### src/shared/thermal_trip_defs.svh
// Timing and layout constants for the thermal shutdown latch
`ifndef THERMAL_TRIP_DEFS_SVH
`define THERMAL_TRIP_DEFS_SVH
// =====================================================================
// Clock and timing
`define CLK_PERIOD_NS 8
`define ENABLE_LIMIT_US 10
// Longest time rounds down: 10000 ns / 8 ns = 1250 cycles
`define ENABLE_LIMIT_CYCLES ((`ENABLE_LIMIT_US * 1000) / `CLK_PERIOD_NS)
// Enable is granted after this many cycles of stable supply_ok
`define ENABLE_DELAY_CYCLES 16
`define COUNT_W 11
// =====================================================================
// Trip margin above maximum case temperature, degrees C
`define TRIP_MARGIN_C 20
`define TEMP_W 8
`endif

### src/shared/thermal_trip_pkg.sv
// Types for the thermal shutdown latch
`default_nettype none
package thermal_trip_pkg;
  // ===================================================================
  // Power sequencing states
  typedef enum logic [1:0] {
    st_off = 2'b00,
    st_wait = 2'b01,
    st_armed = 2'b10
  } power_state_t;
  // Temperature inputs travel together
  typedef struct packed {
    logic [7:0] die_temp;
    logic [7:0] case_max;
  } temp_pair_t;
endpackage
`default_nettype wire

### src/verilog/thermal_trip_latch.sv
// Catastrophic over-temperature shutdown latch with supply_ok gating
`timescale 1ns/100ps
`default_nettype none
`include "thermal_trip_defs.svh"
// =====================================================================
module thermal_trip_latch
  import thermal_trip_pkg::*;
(
  input wire logic clk,
  input wire logic rstn,
  input wire logic supply_ok,
  input wire temp_pair_t temps,
  output logic thermal_shutdown_n,
  output logic thermal_shutdown_oe,
  output logic core_clock_stop
);

  // ===================================================================
  // Synchronisers for pin-level inputs
  // Temperature codes must move slowly; a word caught mid-change
  // may compare wrongly for one cycle, and the latch cannot undo it
  logic ok_sync;
  temp_pair_t temps_sync;

  sync_two_stage #(
    .W(1)
  ) i_sync_two_stage_ok (
    .clk(clk),
    .rstn(rstn),
    .d(supply_ok),
    .q(ok_sync)
  );

  sync_two_stage #(
    .W($bits(temp_pair_t))
  ) i_sync_two_stage_temps (
    .clk(clk),
    .rstn(rstn),
    .d(temps),
    .q(temps_sync)
  );

  // ===================================================================
  // Trip comparison, widened so the margin never wraps
  logic [`TEMP_W:0] die_wide;
  logic [`TEMP_W:0] case_wide;
  logic [`TEMP_W:0] margin_wide;
  logic [`TEMP_W:0] trip_level;
  logic hot;

  assign die_wide = {1'b0, temps_sync.die_temp};
  assign case_wide = {1'b0, temps_sync.case_max};
  assign margin_wide = (`TEMP_W+1)'(`TRIP_MARGIN_C);
  assign trip_level = case_wide + margin_wide;
  assign hot = (die_wide >= trip_level);

  // ===================================================================
  // Power sequencing: delay is far below the limit, leaving margin
  power_state_t state;
  power_state_t next_state;
  logic [`COUNT_W-1:0] wait_count;
  logic [`COUNT_W-1:0] next_wait_count;
  logic wait_done;
  logic supply_lost;
  localparam logic [`COUNT_W-1:0] delay_last =
    `COUNT_W'(`ENABLE_DELAY_CYCLES - 1);

  assign supply_lost = !ok_sync;
  assign wait_done = (wait_count == delay_last);

  always_comb begin
    next_state = state;
    case (state)
      st_off: begin
        if (ok_sync) begin
          next_state = st_wait;
        end
      end
      st_wait: begin
        if (supply_lost) begin
          next_state = st_off;
        end else if (wait_done) begin
          next_state = st_armed;
        end
      end
      st_armed: begin
        if (supply_lost) begin
          next_state = st_off;
        end
      end
      default: begin
        next_state = st_off;
      end
    endcase
  end

  always_ff @(posedge clk or negedge rstn) begin
    if (!rstn) begin
      state <= st_off;
    end else begin
      state <= next_state;
    end
  end

  // ===================================================================
  // Enable delay counter, cleared outside the waiting state
  always_comb begin
    if (state == st_wait) begin
      next_wait_count = wait_count + `COUNT_W'(1);
    end else begin
      next_wait_count = '0;
    end
  end

  always_ff @(posedge clk or negedge rstn) begin
    if (!rstn) begin
      wait_count <= '0;
    end else begin
      wait_count <= next_wait_count;
    end
  end

  // ===================================================================
  // Trip latch: temperature only sets it, losing supply_ok clears it
  // The clear wins a same-cycle trip, since the pin is undriven then
  logic tripped;
  logic next_tripped;
  logic armed;
  logic trip_event;

  assign armed = (state == st_armed);
  assign trip_event = armed && hot;

  always_comb begin
    next_tripped = tripped;
    if (supply_lost) begin
      next_tripped = 1'b0;
    end else if (trip_event) begin
      next_tripped = 1'b1;
    end
  end

  always_ff @(posedge clk or negedge rstn) begin
    if (!rstn) begin
      tripped <= 1'b0;
    end else begin
      tripped <= next_tripped;
    end
  end

  // ===================================================================
  // Output next values; the latch reaches the pin one cycle later
  logic next_oe;
  logic next_shutdown_n;
  logic next_clock_stop;

  assign next_oe = (next_state == st_armed);
  assign next_shutdown_n = !(tripped && next_oe);
  assign next_clock_stop = tripped && ok_sync;

  // ===================================================================
  // Driver enable
  always_ff @(posedge clk or negedge rstn) begin
    if (!rstn) begin
      thermal_shutdown_oe <= 1'b0;
    end else begin
      thermal_shutdown_oe <= next_oe;
    end
  end

  // ===================================================================
  // Trip output, deasserted whenever the driver is off
  always_ff @(posedge clk or negedge rstn) begin
    if (!rstn) begin
      thermal_shutdown_n <= 1'b1;
    end else begin
      thermal_shutdown_n <= next_shutdown_n;
    end
  end

  // ===================================================================
  // Clock stop; removing the core supply is left to the board
  always_ff @(posedge clk or negedge rstn) begin
    if (!rstn) begin
      core_clock_stop <= 1'b0;
    end else begin
      core_clock_stop <= next_clock_stop;
    end
  end

endmodule // thermal_trip_latch

// =====================================================================
// Two-flop synchroniser; only the second stage is visible outside
module sync_two_stage #(
  parameter int W = 1
) (
  input wire logic clk,
  input wire logic rstn,
  input wire logic [W-1:0] d,
  output logic [W-1:0] q
);

  logic [W-1:0] meta;

  always_ff @(posedge clk or negedge rstn) begin
    if (!rstn) begin
      meta <= '0;
      q <= '0;
    end else begin
      meta <= d;
      q <= meta;
    end
  end

endmodule // sync_two_stage
`default_nettype wire
### config.mk
export PLATFORM = sky130hd
export DESIGN_NAME = thermal_trip_latch
export DESIGN_NICKNAME = d
export VERILOG_FILES = /design/src/shared/thermal_trip_pkg.sv /design/src/verilog/thermal_trip_latch.sv
export VERILOG_INCLUDE_DIRS = /design/src /design/src/shared
export SDC_FILE = /design/constraint.sdc
export NUM_CORES = 1
export LEC_CHECK = 0
export BUFFER_PORTS_ARGS = -buffer_cell sky130_fd_sc_hd__buf_2
export CAP_MARGIN = 10
export CORE_MARGIN = 2
export CORE_UTILIZATION = 40
export CTS_CLUSTER_DIAMETER = 150
export DETAILED_ROUTE_END_ITERATION = 16
export PLACE_DENSITY = 0.69
export SLEW_MARGIN = 20
export SYNTH_ARGS = -nofsm -noshare
export SYNTH_HDL_FRONTEND = slang
export SYNTH_SLANG_ARGS = --single-unit
### constraint.sdc
create_clock -name clk -period 2 [get_ports clk]
set_clock_uncertainty 0.15 [all_clocks]
set_input_delay 0.4 -clock clk [delete_from_list [all_inputs] [get_ports clk]]
set_output_delay 0.4 -clock clk [all_outputs]
set_load 0.01 [all_outputs]
Yosys cells after proc, flatten, opt, wreduce, memory -nomap -nowiden
Index checks and enable logic that the tools add are counted.
Storage, ports and cells
  output and inout port bits: 3
  flip-flop bits (word level): 51
  bits in writable memories: 0
  latch bits: 0
  word-level logic and storage cells: 31
  memories kept: 0
  ROM bits: 0
  bits of input ports: 19
Operators by class
  shifts and indexed selects: 0
  order comparisons: 1
  div/mod/pow operators: 0
  add/sub/neg operators: 2
  multipliers: 0
  bitwise operators: 0
  equal/unequal tests: 5
  mux-type cells: 8
  reductions and logical operators: 5
Operators with widths (count)
  11-bit by 1-bit adder with 11-bit output (second input constant): 1
  11-bit by 4-bit == test with 1-bit output (second input constant): 1
  11-bit 2-to-1 mux: 1
  8-bit by 5-bit adder with 9-bit output (second input constant): 1
  8-bit by 9-bit greater-or-equal comparator with 1-bit output: 1
  2-bit 2-to-1 mux: 4
  2-bit case mux with 3 select lines: 1
  2-bit == test (second input constant): 2
  1-bit logical AND: 3
  2-bit by 1-bit == test with 1-bit output (second input constant): 1
  2-bit logical NOT: 1
  1-bit 2-to-1 mux: 2
  2-bit inequality test (second input constant): 1
  1-bit logical NOT: 1

Logic depth before layout (Yosys ltp)
  depth after elaboration: 7
  mapped depth: 8
  gate-level depth less buffers: 8

Hierarchy
Synthesis repeated with hierarchy kept, for this count alone.
Unflattened totals
  cells, all modules: 135
  area total of the unflattened synthesis: 1848.0 sq um
Modules (own cells, without submodules)
  thermal_trip_latch: instances 1, cells each 101, area each 997.2 sq um, sequential area each 426.7 sq um
  sync_two_stage at i_sync_two_stage_temps: instances 1, cells each 32, area each 800.8 sq um, sequential area each 800.8 sq um
  sync_two_stage at i_sync_two_stage_ok: instances 1, cells each 2, area each 50.0 sq um, sequential area each 50.0 sq um

Least setup slack after synthesis
No wires, ideal clock.
  kind: register to register
  from: register i_sync_two_stage_temps.q[2]
  to: register tripped
  buffers on the path: 0
  slack: 0.172 ns
  cell stages (with the launch flop): 9
  clock period less this slack: 1.828 ns
  arrival: 1.550 ns
  setup time: 0.128 ns
  required time: 1.722 ns
  path through: dfrtp_1 ha_1 o21ai_0 xor2_1 ha_1 a21oi_1 o21ai_0 a21oi_1 o21ai_0
Between the ends
  longest elaborated chain between the ends: 4
RTL lines
  from (decl): line thermal_trip_latch.sv:201  | output logic [W-1:0] q
  from (signal assigned): line thermal_trip_latch.sv:212  | q <= meta;
  8-bit by 5-bit adder with 9-bit output: line thermal_trip_latch.sv:54  | assign trip_level = case_wide + margin_wide;
  8-bit by 9-bit greater-or-equal comparator with 1-bit output: line thermal_trip_latch.sv:55  | assign hot = (die_wide >= trip_level);
  1-bit logical AND: line thermal_trip_latch.sv:132  | assign trip_event = armed && hot;
  2-bit inequality test (no source line)
  to (signal assigned): line thermal_trip_latch.sv:147  | tripped <= next_tripped;
  to (decl): line thermal_trip_latch.sv:126  | logic tripped;
Every way passes these cells.
A chain may end at the register's enable or synchronous reset.

Worst setup path after layout
Same ends and word-level chain as after synthesis.

==> run_results.csv <==
group,metric,value,unit
run_status,outcome,"finished with violations",
run_status,violations,"setup timing",
sta,tightest_slew,385.9,ps
setup_path,r2r_cells,8,
setup_path,required,2040,ps
logic_synthesis,synthTopCellsByArea,"dfrtp_1 (68%), ha_1 (6.8%), xor2_1 (3.8%)",
logic_synthesis,synth_enable_flop_cells,0,
cts,clock-sinks,51,
setup_path,worst_ep_arrival_time,2080,ps
cts,clockBufferDepth,2,
cells_and_area,regArea,1277,um2
placed_design,place.gp.congestion,0.8011,
global_route,grt_overflow,0,
setup_path,endpoint,"tripped$_DFFE_PN0P_",
logic_synthesis,synth.top_cells.by_count,"dfrtp_1 (50), nor2_1 (11), ha_1 (10)",
cts,cts-root-buf,"clkbuf_8",
setup_path,r2r-end,"tripped$_DFFE_PN0P_",
power_and_ir_drop,p_leak,0.001022,uW
sta,holdWs,51.05,ps
sta,fmax,490.3,MHz
sta,fin_crit,2040,ps
routing,drtAntennaViolNets,0,
logic_synthesis,syn_nets,164,
routing,vias,1087,
logic_synthesis,ys_ff_latch,51,
sta,drv_slew,0,
sta,relSlewSlack,74.27,%
placed_design,io_buffer_count,21,
setup_path,cp-startpoint,"i_sync_two_stage_temps.q[2]$_DFF_PN0_",
sta,report.final.setup_viol,1,
die,core,4384,um2
placed_design,hpwl,2052,um
global_route,grt_usage,12.74,%
die,io_pins,22,
sta,post-route-period-util,102.0,%
setup_path,worst-path-max-fanout,3,
global_route,grt_pass1_wl,4947,um
global_route,met1_usage,14.70,%
routing,wl_per_cell,12.86,um
logic_synthesis,syn_area,1829,um2
global_route,grt_pass1_vias,1117,
die,rows,24,
power_and_ir_drop,fin_total_pwr,1807,uW
setup_path,startpoint_type,"flop",
global_route,grt_max_degree,22,
setup_path,rrSetupSlack,-40,ps
routing,wl,2829,um
logic_synthesis,yosysTopAreaCell,"dfrtp_1",
global_route,antenna_found_initial,0,
logic_synthesis,async_flop_share,100.0,%
routing,drtIter0Drc,54,
cts,cts.clk_slew.worst_paths,90,ps
sta,finalSetupTns,-39.74,ps
routing,drc,0,
routing,drtPass1Iterations,4,
cells_and_area,final_nets,196,
power_and_ir_drop,irDropWorstVdd,0.5245,mV
cells_and_area,diodes,0,
die,die_h,71.63,um
placed_design,place_inst,209,
die,initial_core_util,41.72,%
logic_synthesis,syn_inst,135,
cts,clkLatencyLatePin,300,ps
power_and_ir_drop,powerDensity,843.3,nW/um2
logic_synthesis,synthFlopType,"dfrtp_1",
cts,htree_num_levels,2,
logic_synthesis,yosysMostFrequentCell,"dfrtp_1",
logic_synthesis,syn_area_per_cell,13.55,um2
cells_and_area,syn_to_final_growth,17.17,%
cells_and_area,stdcell_count,220,
cts,numCtsBuffers,5,
die,dieArea,5130,um2
setup_path,worst-setup-path-type,"reg2reg",
global_route,grt-busiest-layer,"met2",
global_route,met2_usage,20.78,%
setup_path,r2r-start,"i_sync_two_stage_temps.q[2]$_DFF_PN0_",
cts,cts_tree,"yes",
global_route,use_met3,4.219,%
sta,setup_slack,-39.74,ps
sta,hold_viol_final,0,
cells_and_area,nFillCells,386,
logic_synthesis,ys_seq_area_share,69.84,%
sta,rsz0062_at_grt,"true",
hold_path,min_path_type,"in2reg",
job,drv_cap,0,
cells_and_area,utilization,48.89,%
cells_and_area,multi_input_area,546.8,um2
cells_and_area,drive_gt1_share,23.81,%
die,die_w,71.63,um
logic_synthesis,ys_types,26,
logic_synthesis,synth_top_area_share,68.40,%
logic_synthesis,ys_warn_count,0,
setup_path,endpoint_kind,"flop",
routing,routed_via_density,4.941,
-- routing by layer --
layer	part of all wire (%)	vias up	wire length (um)
met4	3.0	0	86
met3	4.8	10	136
met2	51	32	1450
met1	41	530	1156
met5	0	-	0
li1	-	515	-
-- worst min-delay path by stage --
stage / startpoint / endpoint / slack (ps) / cells past startpoint
2_1_floorplan: rstn / core_clock_stop$_DFF_PN0_ / -50 / 0
3_3_place_gp: rstn / i_sync_two_stage_temps.meta[0]$_DFF_PN0_ / 120 / 1
3_5_place_dp: rstn / i_sync_two_stage_temps.meta[0]$_DFF_PN0_ / 130 / 1
4_1_cts: temps[12] / i_sync_two_stage_temps.meta[12]$_DFF_PN0_ / 40 / 1
5_1_grt: temps[3] / i_sync_two_stage_temps.meta[3]$_DFF_PN0_ / 20 / 1
6_report: temps[12] / i_sync_two_stage_temps.meta[12]$_DFF_PN0_ / 50 / 1
-- registers in the layout, summed over array words and instances, names as in the netlist, 2 cells and up --
register	cells
state	2
i_sync_two_stage_temps.q	16
wait_count	11
i_sync_two_stage_temps.meta	16
-- logic make-up after synthesis --
| family | count (synthesis) | share of synthesized area, % |
|---|---|---|
| flops | 51 | 69.84 |
| simple gates | 43 | 12.45 |
| compound gates | 15 | 4.309 |
| xor+xnor | 12 | 5.746 |
| fa+ha+maj | 10 | 6.840 |
| buf+inv | 4 | 0.8206 |
-- final cells by class --
| class | instances | share of cell area [%] |
|---|---|---|
| clock buffers | 5 | 3.211 |
| clock inverters | 3 | 1.343 |
| inverters | 3 | 0.5254 |
| multi-input cells | 80 | 25.51 |
| flip-flops and latches | 51 | 59.60 |
| well taps | 52 | 3.036 |
| repair buffers | 26 | 6.772 |
-- worst max-delay path, cell delays in order, from the launching register on --
cell	delay [ps]
dfrtp_1	400
ha_2	200
o21ai_2	160
xor2_1	240
ha_1	300
a21oi_1	160
o21ai_1	110
a21oi_2	140
o21ai_1	70
-- where the power goes --
part	internal [uW]	switching (uW)
Clock	259	340
Combinational	51.3	65.2
Sequential	1070	21.2
Total	1380	426
-- timing repair --
action | in CTS | in global routing
setup endpoints to repair | 1 | 1
buffers inserted | 1 | 1
gates resized for setup | 3 | 3
pin swaps | 2 | 5
gates cloned | 0 | 0
hold endpoints to repair | 10 | 0
hold buffers | 1 | 0
-- placed cells by master (no fill, tap or decap), types with 3 or more instances in the layout --
| master | n |
|---|---|
| inv_1 | 3 |
| buf_4 | 4 |
| ha_1 | 9 |
| xnor2_1 | 4 |
| nand2_1 | 8 |
| xor2_1 | 8 |
| nand4_1 | 3 |
| buf_2 | 21 |
| nand2b_1 | 3 |
| clkbuf_8 | 5 |
| a21oi_1 | 8 |
| nor2b_1 | 4 |
| nor2_1 | 11 |
| dfrtp_1 | 50 |
-- metrics by stage --
step	worst slack, ps	instance area (um2)
detailed placement	-43.45	2011
global placement	108.8	2011
global route	-49.46	2143
finish	-39.74	2143
floorplan	171.7	1829
CTS	5.103	2132
No activity file was read; power rests on OpenSTA's default activity.
